File: config.mk
export PLATFORM = sky130hd
export DESIGN_NAME = prd_top
export DESIGN_NICKNAME = d
export VERILOG_FILES = /design/src/hw/prd_apb_regs.v /design/src/hw/prd_ref_divider.v /design/src/hw/prd_top.v
export VERILOG_INCLUDE_DIRS = /design/src /design/src/hw
export SDC_FILE = /design/constraint.sdc
export NUM_CORES = 1
export LEC_CHECK = 0
export ABC_AREA = 1
export BUFFER_PORTS_ARGS = -buffer_cell sky130_fd_sc_hd__buf_4
export CAP_MARGIN = 30
export CELL_PAD_IN_SITES_DETAIL_PLACEMENT = 0
export CELL_PAD_IN_SITES_GLOBAL_PLACEMENT = 1
export CORE_MARGIN = 2
export CORE_UTILIZATION = 37
export CTS_CLUSTER_DIAMETER = 40
export DETAILED_ROUTE_END_ITERATION = 16
export GPL_ROUTABILITY_DRIVEN = 0
export PLACE_DENSITY_LB_ADDON = 0.1
export RECOVER_POWER = 100
export SYNTH_ARGS = -nofsm -noshare
export SYNTH_HDL_FRONTEND = slang
export SYNTH_SLANG_ARGS = --single-unit
File: constraint.sdc
create_clock -name clk -period 4.2 [get_ports clk]
set_input_delay 0.63 -clock clk [delete_from_list [all_inputs] [get_ports clk]]
set_output_delay 0.63 -clock clk [all_outputs]
set_load 0.01 [all_outputs]
File: src/hw/prd_consts.vh
// constants of the pll reference divider
`ifndef PRD_CONSTS_VH
`define PRD_CONSTS_VH

// ****************************************
// clocks
// ****************************************
`define PRD_XTAL_HZ 4500000
`define PRD_CLK_HZ 250000000

// ****************************************
// register map (index, byte address = 4 * index)
// ****************************************
`define PRD_IDX_REF_SEL 8'h11
`define PRD_IDX_STATUS 8'h12

// ****************************************
// selection field
// ****************************************
`define PRD_SEL_RESET 4'hf
`define PRD_SEL_DISABLE 4'hf
`define PRD_SEL_BAD_A 4'hb
`define PRD_SEL_BAD_B 4'he

// ****************************************
// status register bit positions
// ****************************************
`define PRD_ST_DISABLED 0
`define PRD_ST_TUNER_EN 1
`define PRD_ST_BAD_SEL 2
`define PRD_ST_REF_LEVEL 3

// ****************************************
// reference frequencies in hz
// ****************************************
`define PRD_FR_1K 1000
`define PRD_FR_1K25 1250
`define PRD_FR_2K5 2500
`define PRD_FR_3K 3000
`define PRD_FR_5K 5000
`define PRD_FR_6K25 6250
`define PRD_FR_9K 9000
`define PRD_FR_10K 10000
`define PRD_FR_12K5 12500
`define PRD_FR_18K 18000
`define PRD_FR_20K 20000
`define PRD_FR_25K 25000
`define PRD_FR_50K 50000

// ****************************************
// widths
// ****************************************
`define PRD_DIV_W 13
`define PRD_SYNC_STAGES 3

`endif

File: src/hw/prd_apb_regs.v
// apb slave holding the reference selection and status registers
`include "prd_consts.vh"

module prd_apb_regs (
  // clock and reset
  input wire clk,
  input wire resetn,
  input wire clk_en,
  // apb
  input wire psel,
  input wire penable,
  input wire pwrite,
  input wire [31:0] paddr,
  input wire [31:0] pwdata,
  output reg [31:0] prdata,
  output reg pready,
  output reg pslverr,
  // register contents
  input wire [3:0] status,
  output reg [3:0] ref_sel_reg
);

  wire setup = psel && !penable;
  wire done = psel && penable && pready;
  wire hit_sel = (paddr[9:2] == `PRD_IDX_REF_SEL) && (paddr[31:10] == 22'h000000);
  wire hit_st = (paddr[9:2] == `PRD_IDX_STATUS) && (paddr[31:10] == 22'h000000);
  wire aligned = (paddr[1:0] == 2'h0);

  always @(posedge clk or negedge resetn) begin
    if (!resetn) begin
      ref_sel_reg <= `PRD_SEL_RESET;
      prdata <= 32'h00000000;
      pready <= 1'b0;
      pslverr <= 1'b0;
    end else if (clk_en) begin
      pready <= setup;
      if (setup) begin
        pslverr <= !aligned || !(hit_sel || hit_st);
        if (hit_sel && aligned) begin
          prdata <= {28'h0000000, ref_sel_reg};
        end else if (hit_st && aligned) begin
          prdata <= {28'h0000000, status};
        end else begin
          prdata <= 32'h00000000;
        end
      end
      // status is read only, writes to it are ignored
      if (done && pwrite && hit_sel && aligned) begin
        ref_sel_reg <= pwdata[3:0];
      end
    end
  end

endmodule // prd_apb_regs

File: src/hw/prd_ref_divider.v
// reference counter dividing crystal ticks by a selectable ratio
`include "prd_consts.vh"

module prd_ref_divider (
  // clock and reset
  input wire clk,
  input wire resetn,
  input wire clk_en,
  // control
  input wire xtal_tick,
  input wire run,
  input wire [12:0] div,
  // output
  output reg ref_out
);

  reg [12:0] cnt_reg;
  reg [12:0] cnt_next;
  wire [12:0] last = div - 13'h0001;
  wire [12:0] half = {1'b0, div[12:1]};

  always @* begin
    if (cnt_reg >= last) begin
      cnt_next = 13'h0000;
    end else begin
      cnt_next = cnt_reg + 13'h0001;
    end
  end

  // an odd ratio gives a high phase one crystal tick shorter than the low
  always @(posedge clk or negedge resetn) begin
    if (!resetn) begin
      cnt_reg <= 13'h0000;
      ref_out <= 1'b0;
    end else if (clk_en) begin
      if (!run) begin
        // parked on the last count so the first tick after a start opens a full high phase
        cnt_reg <= last;
        ref_out <= 1'b0;
      end else if (xtal_tick) begin
        cnt_reg <= cnt_next;
        ref_out <= (cnt_next < half);
      end
    end
  end

endmodule // prd_ref_divider

File: src/hw/prd_top.v
// pll reference frequency generator with selection register and disable control
//
// Behaviour
// - reference is an integer division of the 4.5 mhz crystal clock
// - thirteen reference frequencies from 1 khz up to 50 khz are offered
// - 4-bit read/write selection at index 11h, reset to all ones
// - selection codes decode to frequencies; 1011, 1110 prohibited; 1111 disables
// - disable code pulls down both oscillator input pins
// - disable code floats both error-output pins
// - synthesizer runs only while tuner enable pin is high
// - when disabled, reference, divider and phase comparator outputs stop
`include "prd_consts.vh"

module prd_top (
  // clock and reset
  input wire clk,
  input wire resetn,
  input wire clk_en,
  // apb
  input wire psel,
  input wire penable,
  input wire pwrite,
  input wire [31:0] paddr,
  input wire [31:0] pwdata,
  output wire [31:0] prdata,
  output wire pready,
  output wire pslverr,
  // pins from outside
  input wire xtal_clk_in,
  input wire tuner_en_in,
  // phase comparator requests, active low, same clock
  input wire up_req_n,
  input wire down_req_n,
  // input selection from the mode register, high band picked when set
  input wire band_high_sel,
  input wire band_pins_off,
  // oscillator input pull-downs
  output reg osc_input_high_band_pd,
  output reg osc_input_low_band_pd,
  // error outputs
  output reg error_out_pin_1_o,
  output reg error_out_pin_1_oe,
  output reg error_out_pin_0_o,
  output reg error_out_pin_0_oe,
  // to the synthesizer
  output reg reference_frequency,
  output reg synth_stop,
  output reg [3:0] ref_sel_bits
);

  // ****************************************
  // divisor decode
  // ****************************************
  // ratios are worked out in integer arithmetic, then cut to the counter width
  localparam integer RATIO_1K = `PRD_XTAL_HZ / `PRD_FR_1K;
  localparam integer RATIO_1K25 = `PRD_XTAL_HZ / `PRD_FR_1K25;
  localparam integer RATIO_2K5 = `PRD_XTAL_HZ / `PRD_FR_2K5;
  localparam integer RATIO_3K = `PRD_XTAL_HZ / `PRD_FR_3K;
  localparam integer RATIO_5K = `PRD_XTAL_HZ / `PRD_FR_5K;
  localparam integer RATIO_6K25 = `PRD_XTAL_HZ / `PRD_FR_6K25;
  localparam integer RATIO_9K = `PRD_XTAL_HZ / `PRD_FR_9K;
  localparam integer RATIO_10K = `PRD_XTAL_HZ / `PRD_FR_10K;
  localparam integer RATIO_12K5 = `PRD_XTAL_HZ / `PRD_FR_12K5;
  localparam integer RATIO_18K = `PRD_XTAL_HZ / `PRD_FR_18K;
  localparam integer RATIO_20K = `PRD_XTAL_HZ / `PRD_FR_20K;
  localparam integer RATIO_25K = `PRD_XTAL_HZ / `PRD_FR_25K;
  localparam integer RATIO_50K = `PRD_XTAL_HZ / `PRD_FR_50K;
  localparam [12:0] DIV_1K = RATIO_1K[12:0];
  localparam [12:0] DIV_1K25 = RATIO_1K25[12:0];
  localparam [12:0] DIV_2K5 = RATIO_2K5[12:0];
  localparam [12:0] DIV_3K = RATIO_3K[12:0];
  localparam [12:0] DIV_5K = RATIO_5K[12:0];
  localparam [12:0] DIV_6K25 = RATIO_6K25[12:0];
  localparam [12:0] DIV_9K = RATIO_9K[12:0];
  localparam [12:0] DIV_10K = RATIO_10K[12:0];
  localparam [12:0] DIV_12K5 = RATIO_12K5[12:0];
  localparam [12:0] DIV_18K = RATIO_18K[12:0];
  localparam [12:0] DIV_20K = RATIO_20K[12:0];
  localparam [12:0] DIV_25K = RATIO_25K[12:0];
  localparam [12:0] DIV_50K = RATIO_50K[12:0];
  localparam [12:0] DIV_NONE = 13'h0000;

  // zero marks a code with no frequency behind it
  function [12:0] sel_to_div;
    input [3:0] sel;
    begin
      case (sel)
        4'h0: sel_to_div = DIV_1K25;
        4'h1: sel_to_div = DIV_2K5;
        4'h2: sel_to_div = DIV_5K;
        4'h3: sel_to_div = DIV_10K;
        4'h4: sel_to_div = DIV_6K25;
        4'h5: sel_to_div = DIV_12K5;
        4'h6: sel_to_div = DIV_25K;
        4'h7: sel_to_div = DIV_50K;
        4'h8: sel_to_div = DIV_3K;
        4'h9: sel_to_div = DIV_9K;
        4'ha: sel_to_div = DIV_18K;
        4'hc: sel_to_div = DIV_1K;
        4'hd: sel_to_div = DIV_20K;
        default: sel_to_div = DIV_NONE;
      endcase
    end
  endfunction

  function is_prohibited;
    input [3:0] sel;
    begin
      is_prohibited = (sel == `PRD_SEL_BAD_A) || (sel == `PRD_SEL_BAD_B);
    end
  endfunction

  // ****************************************
  // pin synchronisers
  // ****************************************
  // pin order inside the synchroniser bank
  localparam integer PIN_XTAL = 0;
  localparam integer PIN_TUNER = 1;
  localparam integer PIN_COUNT = 2;

  wire [PIN_COUNT-1:0] pin_raw = {tuner_en_in, xtal_clk_in};
  wire [PIN_COUNT-1:0] pin_level;

  // the crystal must hold each level for two clk edges, or ticks are lost
  genvar gi;
  generate
    for (gi = 0; gi < PIN_COUNT; gi = gi + 1) begin : g_sync
      reg [`PRD_SYNC_STAGES-1:0] stage_reg;
      reg level_reg;
      // a change counts only once stages two and three agree
      always @(posedge clk or negedge resetn) begin
        if (!resetn) begin
          stage_reg <= 3'h0;
          level_reg <= 1'b0;
        end else if (clk_en) begin
          stage_reg <= {stage_reg[1:0], pin_raw[gi]};
          if (stage_reg[2] == stage_reg[1]) begin
            level_reg <= stage_reg[2];
          end
        end
      end
      assign pin_level[gi] = level_reg;
    end
  endgenerate

  wire xtal_level = pin_level[PIN_XTAL];
  wire tuner_en = pin_level[PIN_TUNER];

  // ****************************************
  // crystal edge detect
  // ****************************************
  // only rising crystal edges count, so the divider sees whole crystal periods
  reg xtal_prev_reg;
  wire xtal_tick = xtal_level && !xtal_prev_reg;

  always @(posedge clk or negedge resetn) begin
    if (!resetn) begin
      xtal_prev_reg <= 1'b0;
    end else if (clk_en) begin
      xtal_prev_reg <= xtal_level;
    end
  end

  // ****************************************
  // registers
  // ****************************************
  wire [3:0] sel_reg;
  reg [3:0] status;

  prd_apb_regs u_regs (
    .clk(clk),
    .resetn(resetn),
    .clk_en(clk_en),
    .psel(psel),
    .penable(penable),
    .pwrite(pwrite),
    .paddr(paddr),
    .pwdata(pwdata),
    .prdata(prdata),
    .pready(pready),
    .pslverr(pslverr),
    .status(status),
    .ref_sel_reg(sel_reg)
  );

  // ****************************************
  // disable decision
  // ****************************************
  // the selection survives a low tuner enable, so the old setting
  // comes back when the pin rises again
  wire sel_disable = (sel_reg == `PRD_SEL_DISABLE);
  wire synth_off = sel_disable || !tuner_en;
  wire [12:0] div = sel_to_div(sel_reg);
  wire bad_sel = is_prohibited(sel_reg);
  // a prohibited code keeps the pins alive but gives no reference
  wire ref_run = !synth_off && (div != DIV_NONE);
  wire ref_level;

  prd_ref_divider u_div (
    .clk(clk),
    .resetn(resetn),
    .clk_en(clk_en),
    .xtal_tick(xtal_tick),
    .run(ref_run),
    .div(div),
    .ref_out(ref_level)
  );

  // ****************************************
  // status
  // ****************************************
  always @* begin
    status = 4'h0;
    status[`PRD_ST_DISABLED] = synth_off;
    status[`PRD_ST_TUNER_EN] = tuner_en;
    status[`PRD_ST_BAD_SEL] = bad_sel;
    status[`PRD_ST_REF_LEVEL] = ref_level;
  end

  // ****************************************
  // charge pump drive
  // ****************************************
  // up request drives low, down request drives high, none floats
  // both requests at once cancel, so the pins float rather than fight
  wire up_act = !up_req_n;
  wire dn_act = !down_req_n;
  reg pump_drive;
  reg pump_level;

  always @* begin
    pump_drive = 1'b0;
    pump_level = 1'b0;
    if (synth_off) begin
      pump_drive = 1'b0;
    end else if (up_act && !dn_act) begin
      pump_drive = 1'b1;
      pump_level = 1'b0;
    end else if (dn_act && !up_act) begin
      pump_drive = 1'b1;
      pump_level = 1'b1;
    end
  end

  // ****************************************
  // oscillator pull-downs
  // ****************************************
  always @(posedge clk or negedge resetn) begin
    if (!resetn) begin
      osc_input_high_band_pd <= 1'b1;
      osc_input_low_band_pd <= 1'b1;
    end else if (clk_en) begin
      if (synth_off || band_pins_off) begin
        osc_input_high_band_pd <= 1'b1;
        osc_input_low_band_pd <= 1'b1;
      end else begin
        osc_input_high_band_pd <= !band_high_sel;
        osc_input_low_band_pd <= band_high_sel;
      end
    end
  end

  // ****************************************
  // error pins
  // ****************************************
  // both pins carry the same drive so either can feed the loop filter
  always @(posedge clk or negedge resetn) begin
    if (!resetn) begin
      error_out_pin_1_o <= 1'b0;
      error_out_pin_1_oe <= 1'b0;
      error_out_pin_0_o <= 1'b0;
      error_out_pin_0_oe <= 1'b0;
    end else if (clk_en) begin
      error_out_pin_1_o <= pump_level;
      error_out_pin_1_oe <= pump_drive;
      error_out_pin_0_o <= pump_level;
      error_out_pin_0_oe <= pump_drive;
    end
  end

  // ****************************************
  // synthesizer outputs
  // ****************************************
  always @(posedge clk or negedge resetn) begin
    if (!resetn) begin
      reference_frequency <= 1'b0;
      synth_stop <= 1'b1;
      ref_sel_bits <= `PRD_SEL_RESET;
    end else if (clk_en) begin
      reference_frequency <= ref_level;
      synth_stop <= synth_off;
      ref_sel_bits <= sel_reg;
    end
  end

endmodule // prd_top

Yosys cells after proc, flatten, opt, wreduce, memory -nomap -nowiden

Memories as Yosys holds them, arrays and structs flattened.
Cells that the tools add are included.

Add/sub/neg operators: 2
$lt $le $gt $ge: 2
Equality and inequality tests: 8
Mux-type cells: 14
Reductions and logical operators: 36

Operators by type and width:

| kind                    | number |
|---|---|
| $mux W13                | 3 |
| $mux W32                | 1 |
| $logic_not A22 Y1       | 1 |
| $eq A8 B5 Y1 const B    | 2 |
| $logic_and A1 B1 Y1     | 14 |
| $add A13 B1 Y13 const B | 1 |
| $ge A13 B13 Y1          | 1 |
| $lt A13 B12 Y1          | 1 |
| $reduce_bool A13 Y1     | 1 |
| $sub A13 B1 Y13 const B | 1 |
| $eq A4 B4 Y1 const B    | 3 |
| $reduce_and A2 Y1       | 5 |
| $logic_not A1 Y1        | 9 |
| $mux W1                 | 9 |
| $logic_or A1 B1 Y1      | 5 |
| $mux W4                 | 1 |
| $eq A1 B1 Y1            | 2 |
| $logic_not A2 Y1        | 1 |
| $ne A2 B1 Y1 const B    | 1 |

Flip-flop bits (word level): 71
Memory bits (read-only): 208
Bits of input ports: 76
Output and inout port bits: 46
Logic and storage cells: 81
Memories: 1

Memory list:

| name            | depth | width | rd ports | clocked after memory_dff | write ports | line         | text |
|---|---|---|---|---|---|---|---|
| (no name shown) | 16    | 13    | 1        | 0                        | 0           | prd_top.v:87 | `case (sel)` |

Depth between registers and ports, before layout

An unclocked memory read counts as a cell.

Depth after elaboration: 7
Mapped depth: 28

Modules after synthesis

From an unflattened synthesis, not the netlist that was laid out.

Cells, all modules: 566
Area, all modules: 4,002.6 um2

Modules (own cells, without submodules):

| module          | instances | cells an instance | area an instance (um2) |
|---|---|---|---|
| prd_ref_divider | 1         | 292               | 2,023.2 |
| prd_top         | 1         | 157               | 1,138.6 |
| prd_apb_regs    | 1         | 117               | 840.8 |

Worst setup path before layout

Ideal clock, no wire load.

Kind: reg-to-reg
From: register u_regs.ref_sel_reg[0]
To: register u_div.ref_out
Library setup time: 65 ps
Arrival time: 3,793 ps
Path slack: 342 ps
Stages on the path, launching flop included: 28
Buffers on the path: 0
Period minus slack after synthesis: 3,858 ps
Cell sequence: dfstp_2 -> inv_1 -> ha_1 -> inv_1 -> o22ai_1 -> inv_1 -> ha_1 -> nand3_1 -> inv_1 -> nand2_1 -> o21ai_0 -> inv_1 -> ha_1 -> nand2_1 -> nor2_1 -> inv_1 -> a21oi_1 -> nor2_2 -> nand2_1 -> nor3_1 -> ha_1 -> a21oi_1 -> nor2_1 -> a211oi_1 -> nand2_1 -> nand2_1 -> nand3_1 -> nand2_1

Longest elaborated chain between the ends: 7

Ends and longest elaborated chain:

| what                   | line                 | text |
|---|---|---|
| start, declared        | prd_apb_regs.v:20    | `output reg [3:0] ref_sel_reg` |
| start signal, assigned | prd_apb_regs.v:31    | `` ref_sel_reg <= `PRD_SEL_RESET; `` |
| start signal, assigned | prd_apb_regs.v:49    | `ref_sel_reg <= pwdata[3:0];` |
| $mem_v2 Z16 W13        | --                   |  |
| $sub A13 B1 Y13        | prd_ref_divider.v:19 | `wire [12:0] last = div - 13'h0001;` |
| $ge A13 B13 Y1         | prd_ref_divider.v:23 | `if (cnt_reg >= last) begin` |
| $mux W13               | prd_ref_divider.v:23 |  |
| $lt A13 B12 Y1         | prd_ref_divider.v:42 | `ref_out <= (cnt_next < half);` |
| $mux W1                | prd_ref_divider.v:40 | `end else if (xtal_tick) begin` |
| $mux W1                | prd_ref_divider.v:36 | `if (!run) begin` |
| end signal, assigned   | prd_ref_divider.v:42 |  |
| end, declared          | prd_ref_divider.v:14 | `output reg ref_out` |

Parallel ways exist; a longest one is shown, timed or not. The select of a mux whose other input is x is not followed.
A chain may end at the register's enable or synchronous reset.

Worst setup path after layout

Ends and elaborated chain as after synthesis.

==> summary.md <==
| Metric | Value |
|---|---|
| Met1 wire length | 4690 um |
| Setup crit end kind | register |
| RSZ-0062 raised after global routing | true |
| Skew final | 0.00873 ns |
| CP Max Fanout | 6 |
| Largest net degree at the start of global routing | 44 |
| Final min period | 4.17 ns |
| Vias in the first global route | 3452 |
| Vias | 3688 |
| Initial Util | 37.7% |
| Post-route setup slack | 0.0274 ns |
| CP required | 4.47 ns |
| Yosys Warn Count | 0 |
| DRT antenna net count | 0 |
| Outcome | finished with violations |
| Hold slack final | 0.461 ns |
| Routed wire per std cell | 13.0 um |
| Setup violators final | 0 |
| First-pass GRT wire length | 16300 um |
| Ys flop type | dfrtp_1 |
| Max_slew headroom | -68.7% |
| Root Buffer Master | clkbuf_8 |
| WP data arrival | 4.44 ns |
| Post-DP HPWL | 7780 um |
| Initial DRT Pass Iterations | 4 |
| Initial antenna violation count | 0 |
| Most frequent cells after synthesis | nand2_1, nor2_1, inv_1 |
| I/O Pins | 122 |
| Top cell type's share of synthesized area | 20.8% |
| CP startpoint kind | register |
| Register area share after synthesis | 28.4% |
| Layout Area Growth over Synthesis | 37.3% |
| Multi-input gate area | 2670 um2 |
| Chip Height | 106 um |
| # rows | 37 |
| Drt total wl | 10300 um |
| Vias per Instance | 4.66 |
| Htree depth | 2 |
| All-Layer GR Usage | 17.9% |
| Worst path most repeated cell | nand2_2 |
| Num CTS Buffers | 5 |
| Final nets | 766 |
| Number of synthesized flops with an enable pin | 0 |
| Cell Count, Final, Fillers Out | 792 |
| PD cells | 192 nW/um2 |
| Final Hold Viols | 0 |
| Skew-Pair Late Insertion Delay | 0.32 ns |
| FILL cells | 1017 |
| Max stage delay on crit path | 0.58 ns |
| Leakage | 2.73 nW |
| Die area | 11200 um2 |
| Cell count after synthesis | 531 |
| Max IR drop VDD | 0.132 mV |
| Hold Crit Class | in -> reg |
| Clk sinks | 43 |
| Core footprint | 10200 um2 |
| DRC Markers | 0 |
| Failing checks | capacitance limit, slew limit |
| R2R cell count | 30 |
| Mean post-synth cell area | 7.24 um2 |
| Yosys top cell by area | dfrtp_1 |
| Critical path type | reg -> reg |
| Critical path's slowest cell | dfstp_2 |
| Synthesized area | 3840 um2 |
| Register bit count reported by yosys | 43 |
| Final max-slew violation count | 44 |
| Die W | 106 um |
| Pre-CTS setup slack | -0.189 ns |
| Area contributors post-synth | dfrtp_1, nand2_1, ha_1 |
| Layout cell share with drive strength beyond 1 | 40.1% |
| Largest register FFs | 13 |
| Fin crit share | 99.3% |
| CTS Buffer Depth | 2 |
| Clock-pin slew on the worst setup and hold paths | 0.10 ns |
| Max layer used | met4 |
| Cells after DPL | 770 |
| Most common cell in the synthesized netlist | nand2_1 |
| Distinct cell type count after synthesis | 42 |
| Metal3 WL | 458 um |
| # diodes | 0 |
| GR Overflow Total | 0 |
| Async SR Flop Fraction | 100% |
| # port buffers | 65 |
| CTS tree | yes |
| Hold path depth | 2 |
| Max_cap viols | 1 |
| F_max | 240 MHz |
| Worst Tran Pin Value | 2.53 ns |
| First DRT Iteration DRCs | 126 |
| DR WL met2 | 5020 um |
| Reg area | 1090 um2 |
-- critical path: cells and delay by family, from the launching register on --
family	cells	cell delay, ns
AO/OA/AOI/OAI	2	0.35
XOR/XNOR	1	0.16
adder cells (fa/ha/maj)	3	0.68
buffers and inverters	5	0.67
flip-flops	1	0.58
AND/OR/NAND/NOR	19	1.68
-- path summary, 6_finish.rpt --
path,start,slack [ns],to
max in group asynchronous,resetn,1.69,u_div.ref_out
min in group asynchronous,resetn,1.09,u_regs.prdata[3]
hold / removal,band_high_sel,0.46,osc_input_high_band_pd
setup / recovery,u_regs.ref_sel_reg[0],0.03,u_div.ref_out
setup reg to reg,u_regs.ref_sel_reg[0],0.03,u_div.ref_out
hold reg to reg,u_div.ref_out,0.49,u_div.ref_out
-- per-layer routing --
| layer | vias to the layer above | GRT usage [%] |
|---|---|---|
| met2 | 82 | 31.0 |
| met1 | 1696 | 23.8 |
| met3 | 6 | 2.45 |
| met5 | - | 0 |
| li1 | 1904 | - |
| met4 | 0 | 4.23 |
-- power by group --
part	total [mW]	internal, mW	leakage, nW	switching (mW)
sequential	0.472	0.447	0.494	0.0254
clock	0.306	0.124	0.0495	0.181
combinational	0.233	0.105	2.19	0.127
total	1.01	0.676	2.73	0.334
-- cells in the final DEF, fill, tap and decap left out, drive strengths merged --
master / n
conb: 28
a22o: 1
and3: 1
o22ai: 2
dfrtp: 32
xnor2: 1
clkinvlp: 1
nor2: 62
o211ai: 6
nand3b: 2
clkinv: 1
xor2: 8
o21ai: 36
dfstp: 11
nand3: 28
o21bai: 3
nor3: 9
nor4: 7
buf: 129
or2: 3
o31ai: 1
nand2: 145
a21oi: 26
a211oi: 1
nand4: 4
a31oi: 2
inv: 65
ha: 35
clkbuf: 6
-- stage by stage --
step	util, %	power [mW]	area (um2)	setup TNS [ns]
2_1_floorplan	-	0.620	3940	0
3_3_place_gp	46.0	0.693	4690	-0.122
3_5_place_dp	46.0	0.699	4690	-0.189
4_1_cts	47.4	1.01	4820	0
5_1_grt	51.8	1.07	5270	-0.216
6_report	51.8	1.01	5270	0
-- repair_timing --
item	4_1_cts	5_1_grt
gates resized for setup	10	81
cloned	0	0
buffers inserted	0	14
hold buffers	0	0
endpoints found under the setup margin	1	1
hold endpoints to repair	0	0
pin swaps	0	43
-- layout make-up --
class                           count  share of cell area, %
Multi-Input combinational cell    411                   50.6
Sequential cell                    43                   20.7
Timing Repair Buffer              130                   19.0
Inverter                           64                   4.77
Tap cell                          136                   3.23
Clock buffer                        5                   1.30
Clock inverter                      3                  0.498
-- logic make-up after synthesis --
group | after synthesis | share of synthesized area, %
AO/OA/AOI/OAI | 78 | 12.9
XOR/XNOR | 9 | 2.05
adder cells (fa/ha/maj) | 35 | 11.4
buffers and inverters | 104 | 14.5
flip-flops | 43 | 28.4
other | 1 | 0.0976
AND/OR/NAND/NOR | 261 | 30.7
(Power assumes the default switching activity.)
